==> src/logic/pqc_pkg.sv <==
// pqc_pkg: constants for the quad port control pin logic
// assumes a 20 MHz system clock and an I2C master on the far side
package pqc_pkg;
  localparam int NPORT = 4;
  localparam real CLK_NS = 50.0;
  localparam real GLITCH_NS = 1000.0;
  localparam int GLITCH_CYC = ((GLITCH_NS + CLK_NS - 1.0) / CLK_NS) > 1.0 ?
    int'((GLITCH_NS + CLK_NS - 1.0) / CLK_NS) : 1;
  localparam logic [7:0] REG_INT_MASK = 8'h01;
  localparam logic [7:0] REG_PIN_STATUS = 8'h11;
  localparam logic [7:0] REG_PORT_RESET_PUSHBUTTON = 8'h1a;
  localparam logic [7:0] REG_FAULT_EVENT = 8'h06;
  localparam logic [7:0] REG_START_EVENT = 8'h08;
  localparam logic [7:0] REG_POWER_EVENT = 8'h02;
  localparam logic [2:0] SLAVE_ADDR_HI = 3'h2;
  localparam logic [7:0] MASK_RST_LOW = 8'h80;
  localparam logic [7:0] MASK_RST_HIGH = 8'he4;
  localparam int PB_INT_CLR_LO = 6;
  localparam int PB_INT_CLR_HI = 7;
  localparam int PIN_AUTO_BIT = 0;
  localparam int EV_START = 6;
  localparam int EV_ICUT = 5;
  localparam int EV_PGOOD = 1;
  localparam logic [15:0] FAULT_TIME_CYC = 16'h0800;
  localparam logic [15:0] START_TIME_CYC = 16'h0800;
endpackage : pqc_pkg

==> src/logic/pqc_glitch_filter.sv <==
// pqc_glitch_filter: three-flop sampler with low-pulse rejection
// assumes an asynchronous input level, idle high
`timescale 1ns/1ps
module pqc_glitch_filter
  import pqc_pkg::*;
(
  input wire logic clk,
  input wire logic rst_b,
  input wire logic din,
  output logic dout
);
  logic s1;
  logic s2;
  logic s3;
  logic [7:0] cnt;
  wire agree = (s2 == s3);
  wire differ = agree && (s3 != dout);
  always_ff @(posedge clk or negedge rst_b)
  begin
    if (!rst_b)
    begin
      s1 <= 1'b1;
      s2 <= 1'b1;
      s3 <= 1'b1;
    end
    else
    begin
      s1 <= din;
      s2 <= s1;
      s3 <= s2;
    end
  end
  // a new level must persist one glitch width
  always_ff @(posedge clk or negedge rst_b)
  begin
    if (!rst_b)
    begin
      cnt <= 8'h00;
      dout <= 1'b1;
    end
    else if (!differ)
      cnt <= 8'h00;
    else if (cnt >= 8'(GLITCH_CYC - 1))
    begin
      cnt <= 8'h00;
      dout <= s3;
    end
    else
      cnt <= cnt + 8'h01;
  end
endmodule : pqc_glitch_filter

==> src/logic/pqc_port.sv <==
// pqc_port: per-port switch control, fault timer and event capture
// assumes comparator inputs already synchronised
`timescale 1ns/1ps
module pqc_port
  import pqc_pkg::*;
(
  input wire logic clk,
  input wire logic rst_b,
  input wire logic shut,
  input wire logic enable,
  input wire logic over_cut,
  input wire logic out_low,
  input wire logic ac_en,
  input wire logic osc,
  output logic gate_on,
  output logic pgood,
  output logic icut_ev,
  output logic start_ev,
  output logic sense_drive
);
  logic [15:0] timer;
  logic started;
  wire expire = timer >= (started ? FAULT_TIME_CYC : START_TIME_CYC);
  always_ff @(posedge clk or negedge rst_b)
  begin
    if (!rst_b)
    begin
      gate_on <= 1'b0;
      timer <= 16'h0000;
      started <= 1'b0;
      icut_ev <= 1'b0;
      start_ev <= 1'b0;
      pgood <= 1'b0;
    end
    else
    begin
      icut_ev <= 1'b0;
      start_ev <= 1'b0;
      pgood <= gate_on && out_low;
      if (shut || !enable)
      begin
        gate_on <= 1'b0;
        timer <= 16'h0000;
        started <= 1'b0;
      end
      else if (gate_on && expire)
      begin
        gate_on <= 1'b0;
        icut_ev <= started;
        start_ev <= !started;
        timer <= 16'h0000;
        started <= 1'b0;
      end
      else
      begin
        gate_on <= 1'b1;
        if (gate_on && over_cut)
          timer <= timer + 16'h0001;
        else if (gate_on)
        begin
          timer <= 16'h0000;
          started <= 1'b1;
        end
      end
    end
  end
  assign sense_drive = gate_on && ac_en && osc;
endmodule : pqc_port

==> src/logic/pqc_top.sv <==
// pqc_top: pin-level control of a four-port power sourcing controller
// assumes an I2C master on SCL/serial_data_in, board ties the data pins
// Summary of operation
// - reset low holds all ports off and registers at power-up values
// - reset low pulses shorter than 1 us are ignored
// - interrupt pin pulls low on any enabled event
// - writing one to bit 6 or 7 of 1Ah releases interrupt
// - interrupt mask at 01h enables each event source where its bit is set
// - interrupt pin changes only between bus transactions
// - slave address is 010 followed by four select pins
// - data received on separate input, sent on open-drain output
// - low shutdown input turns that port off regardless of registers
// - shutdown input and port reset bit in 1Ah share one port-off path; the bit pulses it for one cycle only
// - shutdown low pulses shorter than 1 us are ignored
// - reset loads register values chosen by auto-mode level
// - auto-initialised bits stay writable over the bus
// - live auto-mode level reads at bit 0 of 11h
// - auto mode powers a device without any bus traffic
// - port fault timer counts while current exceeds threshold
// - timer expiry turns port off and records fault kind
// - power good set when port output voltage is low
// - oscillator drives sense pin only while powered and enabled
`timescale 1ns/1ps
module pqc_top
  import pqc_pkg::*;
(
  input wire logic MCLK,
  input wire logic RST_B,
  input wire logic SCL,
  input wire logic SERIAL_DATA_IN_PIN,
  output logic SERIAL_DATA_OUT_PIN_OE,
  output logic INT_OE,
  input wire logic [3:0] SLAVE_ADDRESS_SELECT_PIN,
  input wire logic [3:0] PORT_SHUTDOWN_N,
  input wire logic AUTO_MODE,
  input wire logic [3:0] OVERCURRENT_THRESHOLD,
  input wire logic [3:0] PORT_VOLTAGE_MONITOR,
  input wire logic [3:0] AC_DISCONNECT_ENABLE,
  input wire logic OSCILLATOR_INPUT,
  input wire logic SUPPLY_UNDERVOLTAGE_LOCKOUT,
  output logic [3:0] SWITCH_GATE_DRIVE,
  output logic [3:0] PORT_SENSE_PIN
);
  typedef enum {ST_IDLE, ST_ADDR, ST_ADDR_ACK, ST_REG, ST_REG_ACK, ST_WDATA, ST_WACK,
    ST_RDATA, ST_RACK} pqc_state_t;
  // ------------------------------------------------------------
  // reset filtering and input sampling
  // ------------------------------------------------------------
  logic rst_f;
  logic core_rst_b;
  logic supply_undervoltage_lockout_s1;
  logic supply_undervoltage_lockout_s2;
  logic supply_undervoltage_lockout_s3;
  logic auto_s1;
  logic auto_s2;
  logic auto_s3;
  logic auto_lvl;
  logic [2:0] scl_s;
  logic [2:0] sda_s;
  logic scl_q;
  logic sda_q;
  logic [3:0] oc_s1;
  logic [3:0] oc_s2;
  logic [3:0] oc_s3;
  logic [3:0] ol_s1;
  logic [3:0] ol_s2;
  logic [3:0] ol_s3;
  logic [3:0] shut_f;
  // supply lockout clears the reset filter itself
  pqc_glitch_filter u_rst_flt (
    .clk(MCLK),
    .rst_b(!SUPPLY_UNDERVOLTAGE_LOCKOUT),
    .din(RST_B),
    .dout(rst_f)
  );
  assign core_rst_b = rst_f;
  always_ff @(posedge MCLK or negedge core_rst_b)
  begin
    if (!core_rst_b)
    begin
      scl_s <= 3'h7;
      sda_s <= 3'h7;
      supply_undervoltage_lockout_s1 <= 1'b0;
      supply_undervoltage_lockout_s2 <= 1'b0;
      supply_undervoltage_lockout_s3 <= 1'b0;
      auto_s1 <= 1'b0;
      auto_s2 <= 1'b0;
      auto_s3 <= 1'b0;
      oc_s1 <= 4'h0;
      oc_s2 <= 4'h0;
      oc_s3 <= 4'h0;
      ol_s1 <= 4'h0;
      ol_s2 <= 4'h0;
      ol_s3 <= 4'h0;
    end
    else
    begin
      scl_s <= {scl_s[1:0], SCL};
      sda_s <= {sda_s[1:0], SERIAL_DATA_IN_PIN};
      supply_undervoltage_lockout_s1 <= SUPPLY_UNDERVOLTAGE_LOCKOUT;
      supply_undervoltage_lockout_s2 <= supply_undervoltage_lockout_s1;
      supply_undervoltage_lockout_s3 <= supply_undervoltage_lockout_s2;
      auto_s1 <= AUTO_MODE;
      auto_s2 <= auto_s1;
      auto_s3 <= auto_s2;
      oc_s1 <= OVERCURRENT_THRESHOLD;
      oc_s2 <= oc_s1;
      oc_s3 <= oc_s2;
      ol_s1 <= PORT_VOLTAGE_MONITOR;
      ol_s2 <= ol_s1;
      ol_s3 <= ol_s2;
    end
  end
  // accepted levels once second and third flop agree
  always_ff @(posedge MCLK or negedge core_rst_b)
  begin
    if (!core_rst_b)
    begin
      scl_q <= 1'b1;
      sda_q <= 1'b1;
      auto_lvl <= 1'b0;
    end
    else
    begin
      if (scl_s[1] == scl_s[2])
        scl_q <= scl_s[2];
      if (sda_s[1] == sda_s[2])
        sda_q <= sda_s[2];
      if (auto_s2 == auto_s3)
        auto_lvl <= auto_s3;
    end
  end
  // ------------------------------------------------------------
  // register initialisation from auto level
  // ------------------------------------------------------------
  logic init_pend;
  logic [1:0] init_cnt;
  logic supply_undervoltage_lockout_q;
  wire supply_undervoltage_lockout_exit = supply_undervoltage_lockout_q && !supply_undervoltage_lockout_s3;
  wire load_init = init_pend || supply_undervoltage_lockout_exit;
  always_ff @(posedge MCLK or negedge core_rst_b)
  begin
    if (!core_rst_b)
    begin
      init_pend <= 1'b1;
      init_cnt <= 2'h0;
      supply_undervoltage_lockout_q <= 1'b0;
    end
    else
    begin
      supply_undervoltage_lockout_q <= supply_undervoltage_lockout_s3;
      // hold until the auto sampler is refilled after reset
      init_cnt <= init_cnt + {1'b0, ~&init_cnt};
      if (&init_cnt && (auto_s2 == auto_s3))
        init_pend <= 1'b0;
    end
  end
  // ------------------------------------------------------------
  // serial slave
  // ------------------------------------------------------------
  pqc_state_t state;
  logic [3:0] bitc;
  logic [7:0] shreg;
  logic [7:0] reg_ptr;
  logic rd_mode;
  logic sda_drive;
  logic scl_d;
  logic sda_d;
  logic busy;
  logic [7:0] int_mask;
  logic [7:0] rd_data;
  logic [3:0] pb_port;
  logic pb_int_clr;
  logic [3:0] port_en;
  logic [3:0] icut_lat;
  logic [3:0] start_lat;
  logic [3:0] pg_lat;
  wire scl_rise = scl_q && !scl_d;
  wire scl_fall = !scl_q && scl_d;
  wire start_c = scl_q && scl_d && sda_d && !sda_q;
  wire stop_c = scl_q && scl_d && !sda_d && sda_q;
  wire addr_hit = shreg[7:1] == {SLAVE_ADDR_HI, SLAVE_ADDRESS_SELECT_PIN};
  wire wr_strobe = scl_fall && (state == ST_WACK);
  wire [7:0] pin_status = {7'h00, auto_lvl};
  wire [7:0] fault_ev = {4'h0, icut_lat};
  wire [7:0] start_ev_r = {4'h0, start_lat};
  wire [7:0] power_ev = {pg_lat, port_en};
  assign rd_data = (reg_ptr == REG_INT_MASK) ? int_mask :
    (reg_ptr == REG_PIN_STATUS) ? pin_status :
    (reg_ptr == REG_FAULT_EVENT) ? fault_ev :
    (reg_ptr == REG_START_EVENT) ? start_ev_r :
    (reg_ptr == REG_POWER_EVENT) ? power_ev : 8'h00;
  always_ff @(posedge MCLK or negedge core_rst_b)
  begin
    if (!core_rst_b)
    begin
      scl_d <= 1'b1;
      sda_d <= 1'b1;
      busy <= 1'b0;
    end
    else
    begin
      scl_d <= scl_q;
      sda_d <= sda_q;
      if (start_c)
        busy <= 1'b1;
      else if (stop_c)
        busy <= 1'b0;
    end
  end
  always_ff @(posedge MCLK or negedge core_rst_b)
  begin
    if (!core_rst_b)
    begin
      state <= ST_IDLE;
      bitc <= 4'h0;
      shreg <= 8'h00;
      reg_ptr <= 8'h00;
      rd_mode <= 1'b0;
      sda_drive <= 1'b0;
    end
    else if (start_c)
    begin
      state <= ST_ADDR;
      bitc <= 4'h0;
      sda_drive <= 1'b0;
    end
    else if (stop_c)
    begin
      state <= ST_IDLE;
      sda_drive <= 1'b0;
    end
    else if (scl_rise)
    begin
      if (state == ST_ADDR || state == ST_REG || state == ST_WDATA)
      begin
        shreg <= {shreg[6:0], sda_q};
        bitc <= bitc + 4'h1;
      end
      else if (state == ST_RACK && sda_q)
        state <= ST_IDLE;
    end
    else if (scl_fall)
    begin
      case (state)
        ST_ADDR:
          if (bitc == 4'h8)
          begin
            if (addr_hit)
            begin
              state <= ST_ADDR_ACK;
              rd_mode <= shreg[0];
              sda_drive <= 1'b1;
            end
            else
              state <= ST_IDLE;
          end
        ST_ADDR_ACK:
        begin
          bitc <= 4'h0;
          if (rd_mode)
          begin
            state <= ST_RDATA;
            shreg <= rd_data;
            sda_drive <= !rd_data[7];
          end
          else
          begin
            state <= ST_REG;
            sda_drive <= 1'b0;
          end
        end
        ST_REG:
          if (bitc == 4'h8)
          begin
            reg_ptr <= shreg;
            state <= ST_REG_ACK;
            sda_drive <= 1'b1;
          end
        ST_REG_ACK, ST_WACK:
        begin
          bitc <= 4'h0;
          state <= ST_WDATA;
          sda_drive <= 1'b0;
        end
        ST_WDATA:
          if (bitc == 4'h8)
          begin
            state <= ST_WACK;
            sda_drive <= 1'b1;
          end
        ST_RDATA:
          if (bitc == 4'h7)
          begin
            state <= ST_RACK;
            sda_drive <= 1'b0;
          end
          else
          begin
            bitc <= bitc + 4'h1;
            shreg <= {shreg[6:0], 1'b0};
            sda_drive <= !shreg[6];
          end
        ST_RACK:
        begin
          bitc <= 4'h0;
          state <= ST_RDATA;
          shreg <= rd_data;
          sda_drive <= !rd_data[7];
        end
        default:
          state <= ST_IDLE;
      endcase
    end
  end
  assign SERIAL_DATA_OUT_PIN_OE = sda_drive;
  // ------------------------------------------------------------
  // registers
  // ------------------------------------------------------------
  wire wr_mask = wr_strobe && (reg_ptr == REG_INT_MASK);
  wire wr_pb = wr_strobe && (reg_ptr == REG_PORT_RESET_PUSHBUTTON);
  always_ff @(posedge MCLK or negedge core_rst_b)
  begin
    if (!core_rst_b)
    begin
      int_mask <= MASK_RST_LOW;
      pb_port <= 4'h0;
      pb_int_clr <= 1'b0;
    end
    else
    begin
      if (load_init)
        int_mask <= auto_s3 ? MASK_RST_HIGH : MASK_RST_LOW;
      else if (wr_mask)
        int_mask <= shreg;
      pb_port <= wr_pb ? shreg[3:0] : 4'h0;
      pb_int_clr <= wr_pb && (shreg[PB_INT_CLR_LO] || shreg[PB_INT_CLR_HI]);
    end
  end
  // ------------------------------------------------------------
  // ports
  // ------------------------------------------------------------
  logic [3:0] icut_p;
  logic [3:0] start_p;
  logic [3:0] pg_p;
  logic [3:0] port_shut;
  genvar g;
  generate
    for (g = 0; g < NPORT; g = g + 1)
    begin : g_port
      pqc_glitch_filter u_shdn (
        .clk(MCLK),
        .rst_b(core_rst_b),
        .din(PORT_SHUTDOWN_N[g]),
        .dout(shut_f[g])
      );
      assign port_shut[g] = !shut_f[g] || pb_port[g];
      always_ff @(posedge MCLK or negedge core_rst_b)
      begin
        if (!core_rst_b)
          port_en[g] <= 1'b0;
        else if (port_shut[g])
          port_en[g] <= 1'b0;
        else
          port_en[g] <= auto_lvl;
      end
      pqc_port u_port (
        .clk(MCLK),
        .rst_b(core_rst_b),
        .shut(port_shut[g]),
        .enable(port_en[g]),
        .over_cut(oc_s3[g]),
        .out_low(ol_s3[g]),
        .ac_en(AC_DISCONNECT_ENABLE[g]),
        .osc(OSCILLATOR_INPUT),
        .gate_on(SWITCH_GATE_DRIVE[g]),
        .pgood(pg_p[g]),
        .icut_ev(icut_p[g]),
        .start_ev(start_p[g]),
        .sense_drive(PORT_SENSE_PIN[g])
      );
    end
  endgenerate
  // ------------------------------------------------------------
  // event latches and interrupt
  // ------------------------------------------------------------
  logic [7:0] int_src;
  logic int_low;
  assign int_src = (icut_lat != 4'h0 ? 8'h01 << EV_ICUT : 8'h00) |
    (start_lat != 4'h0 ? 8'h01 << EV_START : 8'h00) |
    (pg_lat != 4'h0 ? 8'h01 << EV_PGOOD : 8'h00);
  always_ff @(posedge MCLK or negedge core_rst_b)
  begin
    if (!core_rst_b)
    begin
      icut_lat <= 4'h0;
      start_lat <= 4'h0;
      pg_lat <= 4'h0;
      int_low <= 1'b0;
    end
    else
    begin
      icut_lat <= (pb_int_clr ? 4'h0 : icut_lat) | icut_p;
      start_lat <= (pb_int_clr ? 4'h0 : start_lat) | start_p;
      pg_lat <= (pb_int_clr ? 4'h0 : pg_lat) | pg_p;
      if (!busy)
        int_low <= (int_src & int_mask) != 8'h00;
    end
  end
  assign INT_OE = int_low;
endmodule : pqc_top

==> config.mk <==
export PLATFORM = sky130hd
export DESIGN_NAME = pqc_top
export DESIGN_NICKNAME = d
export VERILOG_FILES = /design/src/logic/pqc_pkg.sv /design/src/logic/pqc_glitch_filter.sv /design/src/logic/pqc_port.sv /design/src/logic/pqc_top.sv
export SDC_FILE = /design/constraint.sdc
export NUM_CORES = 1
export LEC_CHECK = 0
export CAP_MARGIN = 10
export CORE_MARGIN = 3
export CORE_UTILIZATION = 42
export CTS_CLUSTER_SIZE = 12
export DETAILED_ROUTE_END_ITERATION = 6
export DONT_BUFFER_PORTS = 1
export PLACE_DENSITY = 0.64
export RECOVER_POWER = 50
export SLEW_MARGIN = 10
export SYNTH_ARGS = -nofsm -noshare
export SYNTH_HDL_FRONTEND = slang
export SYNTH_HIERARCHICAL = 1
export SYNTH_SLANG_ARGS = --single-unit
==> constraint.sdc <==
create_clock -name MCLK -period 8.2 [get_ports MCLK]
set_clock_uncertainty 0.15 [all_clocks]
set_input_delay 0.41 -clock MCLK [delete_from_list [all_inputs] [get_ports MCLK]]
set_output_delay 0.41 -clock MCLK [all_outputs]
set_load 0.05 [all_outputs]
[Word-level counts from Yosys, hierarchy flattened]
Index checks and enable logic that the tools add are counted.
Cells by class
  add/sub/neg operators: 11
  $lt $le $gt $ge: 9
  equal/unequal tests: 55
  muxes and demuxes: 123
  bitwise gates (word level): 9
  reduce and logical (&&, ||, !) cells: 111
Operators by type and width (count)
  $mux W32: 10
  $mux W16: 16
  $pmux W32 S7: 1
  $mux W8: 22
  $eq A32 B3 Y1 const B: 5
  $eq A32 B2 Y1 const B: 3
  $eq A32 B4 Y1 const B: 3
  $add A16 B1 Y16 const B: 4
  $ge A16 B12 Y1 const B: 4
  $mux W1: 55
  $add A8 B1 Y8 const B: 5
  $ge A8 B5 Y1 const B: 5
  $mux W4: 10
  $reduce_bool A4 Y1: 10
  $logic_and A1 B1 Y1: 39
  $eq A32 B1 Y1 const B: 1
  $eq A32 B5 Y1 const B: 1
  $pmux W8 S3: 1
  $reduce_and A7 Y1: 3
  $logic_not A1 Y1: 20
  $ne A5 B5 Y1 const B: 4
  $reduce_and A2 Y1: 10
  $ne A3 B1 Y1 const B: 6
  $reduce_bool A3 Y1: 6
  other kinds (35): 74
Word-level totals
  register bits after elaboration: 274
  word-level logic and storage cells: 407

[Longest topological paths before layout]
Gate-level depths: netlist of run 1.
  depth in word-level cells: 13
  mapped depth: 9
  depth with buffers taken out: 7

[Hierarchy]
Netlist of run 1, hierarchy kept.
Modules (own cells, without submodules)
  pqc_top: times used 1, cells each 365, area an instance 4406.7 um2, seq. area each 2567.5 um2
  pqc_glitch_filter: times used 5, cells each 38, area an instance 478.0 um2, seq. area each 305.3 um2
  pqc_port at g_port[0].u_port ...: times used 2, cells each 99, area an instance 1067.3 um2, seq. area each 525.5 um2
  pqc_port at g_port[3].u_port: times used 1, cells each 102, area an instance 1024.7 um2, seq. area each 525.5 um2
  pqc_port at g_port[1].u_port: times used 1, cells each 103, area an instance 1014.7 um2, seq. area each 525.5 um2

[Least setup slack after synthesis of run 1]
OpenSTA, ideal clock, no wires.
  path type: flip-flop to flip-flop
  from: reg u_rst_flt.dout
  to: reg u_rst_flt.cnt[2]
  setup time: 127 ps
  data arrival time: 4012 ps
  path slack: 3911 ps
  cell stages (with the launch flop): 4
  period minus slack after synthesis: 4289 ps
  cell sequence: dfstp_2 > and3b_1 > o211ai_2 > nor2_1
On the way
  word-level cells in the longest chain between the ends: 3
Ends and longest elaborated chain
  start, declared: RTL line pqc_glitch_filter.sv:10  | output logic dout
  start signal, assigned: RTL line pqc_glitch_filter.sv:39  | dout <= 1'b1;
  start signal, assigned: RTL line pqc_glitch_filter.sv:46  | dout <= s3;
  $ne A1 B1 Y1: RTL line pqc_glitch_filter.sv:17  | wire differ = agree && (s3 != dout);
  $logic_and A1 B1 Y1: RTL line pqc_glitch_filter.sv:17
  $mux W8: RTL line pqc_glitch_filter.sv:41  | else if (!differ)
  end signal, assigned: RTL line pqc_glitch_filter.sv:49  | cnt <= cnt + 8'h01;
  end, declared: RTL line pqc_glitch_filter.sv:15  | logic [7:0] cnt;
No other way between the ends.
A chain may end at the register's enable or synchronous reset.

[Final worst setup path of run 1]
  from: reg u_rst_flt.dout
  to: reg u_rst_flt.dout
On the way
  word-level cells in the longest chain between the ends: 3
Ends and longest elaborated chain (RTL line)
  $ne A1 B1 Y1: pqc_glitch_filter.sv:17
  $logic_and A1 B1 Y1: pqc_glitch_filter.sv:17
  $reduce_and A2 Y1 (no source line)
No other way between the ends.

==> results_dict.tcl, run 1 <==
set metrics [dict create \
    status "complete, but fails checks" \
    failed_checks "capacitance limit, slew limit" \
    place_ws_ns 5.58 \
    endpoint_kind "register" \
    yosys_warnings 6 \
    power_mw 2.88 \
    firstDrtPassIters 6 \
    dieArea_um2 28100 \
    tns_ns 0 \
    detail_route.wirelength_um 19900 \
    cp_max_fo 194 \
    final-hold-violation-count 0 \
    overflow 0 \
    syn_area_per_cell_um2 11.5 \
    fin_crit_ns 3.10 \
    clock-sinks 246 \
    rsz0062_at_grt "false" \
    synth-seq-area-share_pct 56.5 \
    final_max_slew_viol_count 45 \
    gp_congestion 0.869 \
    hold_class "in2reg" \
    wl_per_cell_um 14.8 \
    hpwlAfterDp_um 13200 \
    grt_pass1_vias 6706 \
    ant_nets 0 \
    placementRows 58 \
    ios 37 \
    power_density_nw_per_um2 235 \
    fin_ws_ns 5.10 \
    cts_tree "done" \
    drive_gt1_share_pct 10.0 \
    required_ns 8.50 \
    start_util_pct 43.2 \
    antenna_found_initial 0 \
    worstSetupPathType "reg2reg" \
    leakage_nw 5.20 \
    fp.dieH_um 168 \
    nNetsFinal 1040 \
    die-width_um 168 \
    critPathLaunchType "register" \
    clkTransAtPathRegs_ns 0.06 \
    ir_worst_vdd_uv 153 \
    post_cts_buffers 0 \
    cap_violations 2 \
    final_common_cell "dfrtp_1" \
    async_flop_share_pct 100 \
    grt_pass1_wl_um 33700 \
    clock_latency_ns 0.52 \
    grt_max_degree 195 \
    vias 6925 \
    antennaDiodeCount 0 \
    finalSetupViolCount 0 \
    fmax_mhz 322 \
    cts.path.max_buffers 3 \
    ys.flop_type "dfrtp_1" \
    h-tree-depth 1 \
    port_buffers 0 \
    cts_buffers 26 \
    vias_per_cell 5.17 \
    worst_hold_slack_ns 0.147 \
    fin_crit_sh_pct 37.8 \
    initialDrtViolationCount 532 \
    synth-edff-count 0 \
    area_growth_pct 11.5 \
    mostFrequentLayoutCells "dfrtp_1 (214), nor2_1 (124), inv_1 (49)" \
    ys_seq_elements 246 \
    tightest_slew_ns 1.83 \
    max-slew-margin-rel_pct -22.2 \
    drcViolationCount 0 \
    synthCells 958 \
    post_cts_resized 0 \
    holdBufCountCts 17 \
    ys_types 86 \
    arrival_ns 3.40 \
    syn_area_um2 11000 \
    coreArea_um2 25400 \
    clockRootBuffer "clkbuf_16" \
    grt_util_all_layers_pct 14.1 \
]
-- Yosys cell counts, types with 7 or more instances --
cell type,n,area [um^2]
inv_1,48,180
xor2_1,13,114
and3b_1,11,96.3
nand2b_1,14,87.6
nor3b_1,15,113
a21o_1,15,113
nand2_1,42,158
nor3_1,13,65.1
mux2_4,8,120
nand3_1,45,225
xnor2_1,44,385
and2_1,11,68.8
mux2i_1,11,110
a31oi_1,21,131
nand4_1,10,62.6
nor4_1,16,100
dfstp_2,32,841
nand3b_1,7,52.6
dfrtp_1,214,5360
a21oi_1,28,140
buf_4,8,60.1
o21ai_0,12,60.1
nor2_1,124,465
ha_1,23,288
and3_1,13,81.3
-- cell families (layout without fill, tap and decap cells) --
kind of cell | count (synthesis) | in the layout | share of synthesized area, %
other cells | 5 | 15 | 0.171
buf+inv | 73 | 115 | 3.11
simple gates | 380 | 380 | 20.6
fa+ha+maj | 26 | 26 | 2.90
mux | 22 | 22 | 2.41
xor+xnor | 58 | 58 | 4.70
flops | 246 | 246 | 56.5
compound gates | 148 | 148 | 9.67
-- layout make-up --
cell class,count,area [um^2]
clock buffers,46,817
clock inverters,2,60.1
fillers,2306,13200
inverters,49,184
multi-input cells,649,4370
flip-flops and latches,246,6200
well taps,330,413
repair buffers,18,190
-- report_power, final --
group,leakage [nW],internal [mW],switching [mW]
Sequential,3.12,1.28,0.137
Clock,0.425,0.731,0.447
Combinational,1.66,0.0988,0.177
Total,5.20,2.11,0.761
-- per-stage QoR --
| step | instances | utilization (%) | instance area, um^2 |
|---|---|---|---|
| after global placement | 1275 | 44.4 | 11300 |
| final | 1340 | 48.2 | 12200 |
| after global routing | 1340 | 48.2 | 12200 |
| after detailed placement | 1275 | 44.4 | 11300 |
| after CTS | 1340 | 48.6 | 12300 |
| after floorplan | 968 | - | 11000 |
-- state kept, by name, summed over array words and instances, names as in the netlist, 8 cells and up --
register,cells
g_port.u_port/timer,64
g_port.u_shdn/cnt,32
int_mask,8
reg_ptr,8
shreg,8
u_rst_flt/cnt,8
-- critical path: stages (launching register included) --
cell and delay, ns:
dfstp_1 1.75, buf_12 0.81, nand3_1 0.15, nand3_1 0.13
-- final timing paths --
kind | endpoint | startpoint | cells after the start | slack [ns]
max reg2reg | u_rst_flt/dout | u_rst_flt/dout | 3 | 5.10
max in group asynchronous | g_port[2].u_port/timer[10] | u_rst_flt/dout | 1 | 5.36
min | state[1] | SLAVE_ADDRESS_SELECT_PIN[1] | 3 | 0.15
max | u_rst_flt/dout | u_rst_flt/dout | 3 | 5.10
min reg2reg | ol_s2[2] | ol_s1[2] | 0 | 0.19
min in group asynchronous | u_rst_flt/cnt[7] | SUPPLY_UNDERVOLTAGE_LOCKOUT | 2 | 0.22
-- per-layer routing --
layer  wire length [um]  share of wire, %  global-route usage [%]
met2               9190                46                    22.4
met4                360               1.8                    3.42
met3                777               3.9                    2.46
met1               9570                48                    20.2
met5                  0                 0                       0
Power figures use the tool's default switching activity.
==> inputs of run 2 (changes only) <==
ABC_AREA = 1   (was unset)
PLACE_DENSITY = 0.67   (was 0.64)
clock period = 2.6 ns   (was 8.2 ns; I/O delays follow)
==> results_dict.tcl, run 2 <==
set metrics [dict create \
    hpwlAfterDp_um 14400 \
    ir_worst_vdd_uv 685 \
    synth-edff-count 0 \
    synth_top_cell_by_area "dfrtp_1" \
    hold_depth 8 \
    r2r-start "scl_q" \
    cap_violations 0 \
    synthSimpleGateAreaFrac_pct 25.2 \
    clock-sinks 246 \
    top_register "g_port.u_port/timer" \
    mostFrequentLayoutCells "nand2_1 (270), dfrtp_1 (214), inv_1 (180)" \
    tightest_slew_ns 1.26 \
    synth_compound_area_share_pct 6.06 \
    final_common_cell "nand2_1" \
    fin_crit_ns 2.40 \
    pwr-share-comb_pct 17.6 \
    gp_congestion 0.860 \
    reg.largest.list "g_port.u_port/timer x64, g_port.u_shdn/cnt x32" \
    crit_chain "clkbuf_1 -> and3_1" \
    synthCells 1243 \
    critPathTopFamily "buffers and inverters" \
    ys.flop_type "dfrtp_1" \
    grt_util_all_layers_pct 14.7 \
    netSwitchingPower_mw 3.05 \
    r2r_slack_ns 0.37 \
    cts_tree "done" \
    hold_class "in2reg" \
    synth.area.top_cells "dfrtp_1 (48%), nand2_1 (9.1%), dfstp_2 (7.6%), inv_1 (6.1%), nor2_1 (5.8%)" \
    seqPwrFrac_pct 46.2 \
    port_buffers 0 \
    fin_ws_ns 0.204 \
    overflow 0 \
    synthMuxAreaShare_pct 0 \
    antenna_found_initial 0 \
    clkTransAtPathRegs_ns 0.06 \
    wl_per_cell_um 12.1 \
    r2r_cells 12 \
    synth.most_common_cell "nand2_1" \
    power_mw 9.55 \
    drive_gt1_share_pct 10.8 \
    clock_latency_ns 0.52 \
    switching_share_pct 32.0 \
    ys_seq_elements 246 \
    area_growth_pct 14.1 \
    max-slew-margin-rel_pct 16.3 \
    min_to "SERIAL_DATA_OUT_PIN_OE" \
    worstSetupPathType "reg2out" \
    coreArea_um2 25500 \
    antennaDiodeCount 0 \
    syn_area_per_cell_um2 8.92 \
    cts_buffers 26 \
    initialDrtViolationCount 507 \
    reg2reg_to "state[1]" \
    status "complete, no violations" \
    finalSetupViolCount 0 \
    drcViolationCount 0 \
    cp_max_fo 6 \
    final-hold-violation-count 0 \
    die-width_um 168 \
    leakage_nw 5.97 \
    yosys_warnings 6 \
    vias 7770 \
    min_from "SLAVE_ADDRESS_SELECT_PIN[2]" \
    ant_nets 0 \
    start_util_pct 43.4 \
    fin_crit_sh_pct 92.2 \
    synthXorXnorAreaFrac_pct 2.13 \
    grt_max_degree 79 \
    detail_route.wirelength_um 20300 \
    place_ws_ns 0.442 \
    synth_top_family_by_area "simple AND/OR/NAND/NOR gates" \
    rsz0062_at_grt "false" \
    intPower_mw 6.50 \
    final_max_slew_viol_count 0 \
    arrival_ns 2.12 \
    power_density_nw_per_um2 755 \
    ios 37 \
    fillCellCount 2375 \
    placementRows 58 \
    cpPeakStageDelay_ns 0.66 \
    nNetsFinal 1370 \
    clockRootBuffer "clkbuf_16" \
    firstDrtPassIters 4 \
    synth_top_area_share_pct 48.3 \
    ys_types 45 \
    critPathLaunchType "register" \
    synth-seq-area-share_pct 55.9 \
    endpoint_kind "primary output" \
    synthAdderAreaFrac_pct 2.78 \
    cts.path.max_buffers 3 \
    syn_area_um2 11100 \
    crit_slowest_cell "clkbuf_1" \
    grt_pass1_vias 7638 \
    required_ns 2.32 \
    vias_per_cell 4.65 \
    pwr-share-clk_pct 36.2 \
    grt_pass1_wl_um 35800 \
    largest_register_ffs 64 \
    fp.dieH_um 168 \
    critPathLaunch "g_port[0].u_port/gate_on" \
    fmax_mhz 417 \
    dieArea_um2 28400 \
    crit_buf_inv 1 \
    synth_common_cells "nand2_1 (270), dfrtp_1 (214), inv_1 (181)" \
    h-tree-depth 1 \
    async_flop_share_pct 100 \
]
==> run 2: cell count changes after synthesis, sizes merged, moves of 21 or more <==
cell	change
xnor2	-39
nand3	+37
o21ai	+32
nand2	+243
nor2	+71
a31oi	-21
inv	+152
==> run 2: worst reg2reg max path, cell delays in order, from the launching register on <==
cell	delay (ns)
dfstp_1	0.59
ha_1	0.26
nand2_1	0.07
nand2_1	0.06
nand2_1	0.11
inv_1	0.12
nor2_1	0.08
nand2_1	0.07
nand3_1	0.07
nor2_1	0.30
inv_1	0.11
nand2_1	0.07
nand2_1	0.05
==> run 2: cell type report <==
| cell class | count | area [um^2] | area share (%) |
|---|---|---|---|
| inverter | 207 | 778 | 6.15 |
| tap | 330 | 413 | 3.26 |
| clock buffer | 41 | 727 | 5.75 |
| sequential | 246 | 6200 | 49.0 |
| clock inverter | 7 | 77.6 | 0.613 |
| timing repair buffer | 49 | 448 | 3.54 |
| multi-input combinational | 790 | 4010 | 31.7 |
==> run 2: metrics by stage <==
step | instance area (um^2) | cells | TNS [ns] | hold WS, ns | utilization, %
6_report | 12700 | 1670 | 0 | 0.00725 | 49.5
5_1_grt | 12700 | 1670 | 0 | 0.00560 | 49.5
4_1_cts | 12700 | 1669 | 0 | 0.00663 | 49.8
3_5_place_dp | 11500 | 1583 | 0 | -0.0984 | 45.2
3_3_place_gp | 11500 | 1583 | 0 | -0.100 | 45.2
2_1_floorplan | 11100 | 1253 | -0.637 | -0.158 | -
==> run 2: worst max path at each step <==
stage,to,cells after the start
floorplan,u_rst_flt/dout,6
global placement,state[2],12
detailed placement,state[2],12
CTS,SERIAL_DATA_OUT_PIN_OE,11
global route,state[1],12
finish,PORT_SENSE_PIN[0],2
==> run 2: cell families after synthesis <==
group | Yosys count
other cells | 5
fa+ha+maj | 25
simple gates | 615
xor+xnor | 27
buf+inv | 217
flops | 246
compound gates | 108
==> run 2: timing repair <==
action	4_1_cts	5_1_grt
resized for setup	0	2
setup endpoints to repair	0	1
endpoints found under the hold margin	31	0
hold buffers	38	0
setup buffers	0	2
==> run 2: power groups by stage <==
| stage | Sequential (mW) | Combinational [mW] | Clock (mW) |
|---|---|---|---|
| 3_5_place_dp | 4.51 | 1.73 | 0 |
| 6_report | 4.42 | 1.68 | 3.46 |
| 2_1_floorplan | 4.92 | 0.798 | 0 |
| 5_1_grt | 4.46 | 1.96 | 3.75 |
| 4_1_cts | 4.45 | 1.79 | 3.58 |
| 3_3_place_gp | 4.51 | 1.71 | 0 |
==> run 2: metal layers <==
metal	track usage, %	routed length [um]	vias up	share of wire, %
met5	0	0	-	0
met3	2.48	797	31	3.9
met2	23.9	9090	93	45
li1	-	-	3990	-
met1	21.0	9980	3656	49
met4	3.38	400	0	2.0
==> inputs of run 3 (changes only) <==
CELL_PAD_IN_SITES_DETAIL_PLACEMENT = 1   (was unset)
CELL_PAD_IN_SITES_GLOBAL_PLACEMENT = 1   (was unset)
CORE_MARGIN = 2   (was 3)
PLACE_DENSITY = 0.8   (was 0.67)
==> results_dict.tcl, run 3 (same netlist as run 2, synthesis figures left out) <==
set metrics [dict create \
    worst_hold_slack_ns 0.0233 \
    ant_nets 0 \
    firstDrtPassIters 4 \
    wl_per_cell_um 14.8 \
    finalSetupViolCount 0 \
    status "complete, no violations" \
    crit_slowest_cell "and3_1" \
    start_util_pct 42.7 \
    grt_pass1_vias 8974 \
    clock-sinks 246 \
    coreArea_um2 26000 \
    rsz0062_at_grt "false" \
    grt_max_degree 153 \
    fmax_mhz 412 \
    vias 8171 \
    cts.path.max_buffers 3 \
    cp_max_fo 4 \
    crit_chain "clkbuf_1 -> and3_1" \
    h-tree-depth 1 \
    utilization_pct 49.1 \
    max-slew-margin-rel_pct 9.01 \
    drcViolationCount 0 \
    endpoint_kind "primary output" \
    power_mw 10.1 \
    worstSetupPathType "reg2out" \
    dieArea_um2 27700 \
    initialDrtViolationCount 442 \
    cpPeakStageDelay_ns 0.60 \
    grt_util_all_layers_pct 18.8 \
    vias_per_cell 4.88 \
    overflow 0 \
    ios 37 \
    final_common_cell "nand2_1" \
    drive_gt1_share_pct 10.9 \
    largest_register_ffs 64 \
    fin_crit_ns 2.43 \
    cts_buffers 28 \
    tightest_slew_ns 1.36 \
    mostFrequentLayoutCells "nand2_1 (270), dfrtp_1 (214), inv_1 (182)" \
    cts_tree "done" \
    hpwlAfterDp_um 16800 \
    arrival_ns 2.15 \
    fin_ws_ns 0.172 \
    fin_crit_sh_pct 93.4 \
    port_buffers 0 \
    cap_violations 0 \
    detail_route.wirelength_um 24800 \
    critPathLaunchType "register" \
    clockRootBuffer "clkbuf_16" \
    clkTransAtPathRegs_ns 0.06 \
    top_register "g_port.u_port/timer" \
    antenna_found_initial 0 \
    final-hold-violation-count 0 \
    area_growth_pct 15.0 \
    place_ws_ns 0.401 \
    clock_latency_ns 0.54 \
    fp.dieH_um 166 \
    reg.largest.list "g_port.u_port/timer x64, g_port.u_shdn/cnt x32" \
    ir_worst_vdd_uv 702 \
    leakage_nw 6.02 \
    placementRows 59 \
    die-width_um 166 \
    post_cts_resized 0 \
    grt_pass1_wl_um 43500 \
    final_max_slew_viol_count 0 \
    required_ns 2.32 \
    nNetsFinal 1366 \
    hold_class "in2reg" \
    power_density_nw_per_um2 792 \
    gp_congestion 0.862 \
    antennaDiodeCount 0 \
]
[run 3: area by class of cell]
cell class                      count  area (um^2)
Clock buffer                       49          901
Sequential cell                   246         6200
Multi-Input combinational cell    790         4000
Timing Repair Buffer               43          409
Fill cell                        2999        13200
Clock inverter                      3         43.8
Tap cell                          335          419
Inverter                          207          778
[run 3: final timing paths]
kind,depth (start not counted),slack (ns),startpoint,endpoint
min in group asynchronous,3,0.57,SUPPLY_UNDERVOLTAGE_LOCKOUT,u_rst_flt/s1
max in group asynchronous,1,0.61,u_rst_flt/dout,shreg[3]
worst min register to register,0,0.20,oc_s1[1],oc_s2[1]
worst max-delay path,2,0.17,g_port[0].u_port/gate_on,PORT_SENSE_PIN[0]
worst min-delay path,8,0.02,SLAVE_ADDRESS_SELECT_PIN[1],SERIAL_DATA_OUT_PIN_OE
worst max register to register,12,0.32,scl_q,state[1]
[run 3: worst max-delay path, delay by kind of cell, from the launching register on]
kind | cells | cell delay [ns]
buffers and inverters | 1 | 0.59
AND/OR/NAND/NOR | 1 | 0.60
flip-flops | 1 | 0.42
[run 3: per-stage QoR]
stage	TNS (ns)	std cells	area [um^2]
after floorplan	-0.637	1253	11100
after global placement	0	1585	11500
after detailed placement	0	1585	11500
after CTS	0	1673	12800
after global routing	0	1673	12700
final	0	1673	12700
[run 3: report_power, final]
part	switching (mW)	internal (mW)	leakage (nW)
registers	0.328	4.10	3.16
logic	1.35	0.344	2.40
clock network	1.54	2.43	0.464
total	3.21	6.88	6.02
[run 3: timing repair]
action                     CTS  global route
setup endpoints to repair    0             0
hold endpoints to repair    30             0
setup buffers                0             0
hold buffers                36             0
[run 3: per-layer routing]
layer  vias up  global-route usage, %  share of wire, %
li1       3977                      -                 -
met1      4066                   24.2                44
met2        94                   33.4                51
met3        34                   2.71               3.1
met4         0                   4.91               2.2
met5         -                      0                 0
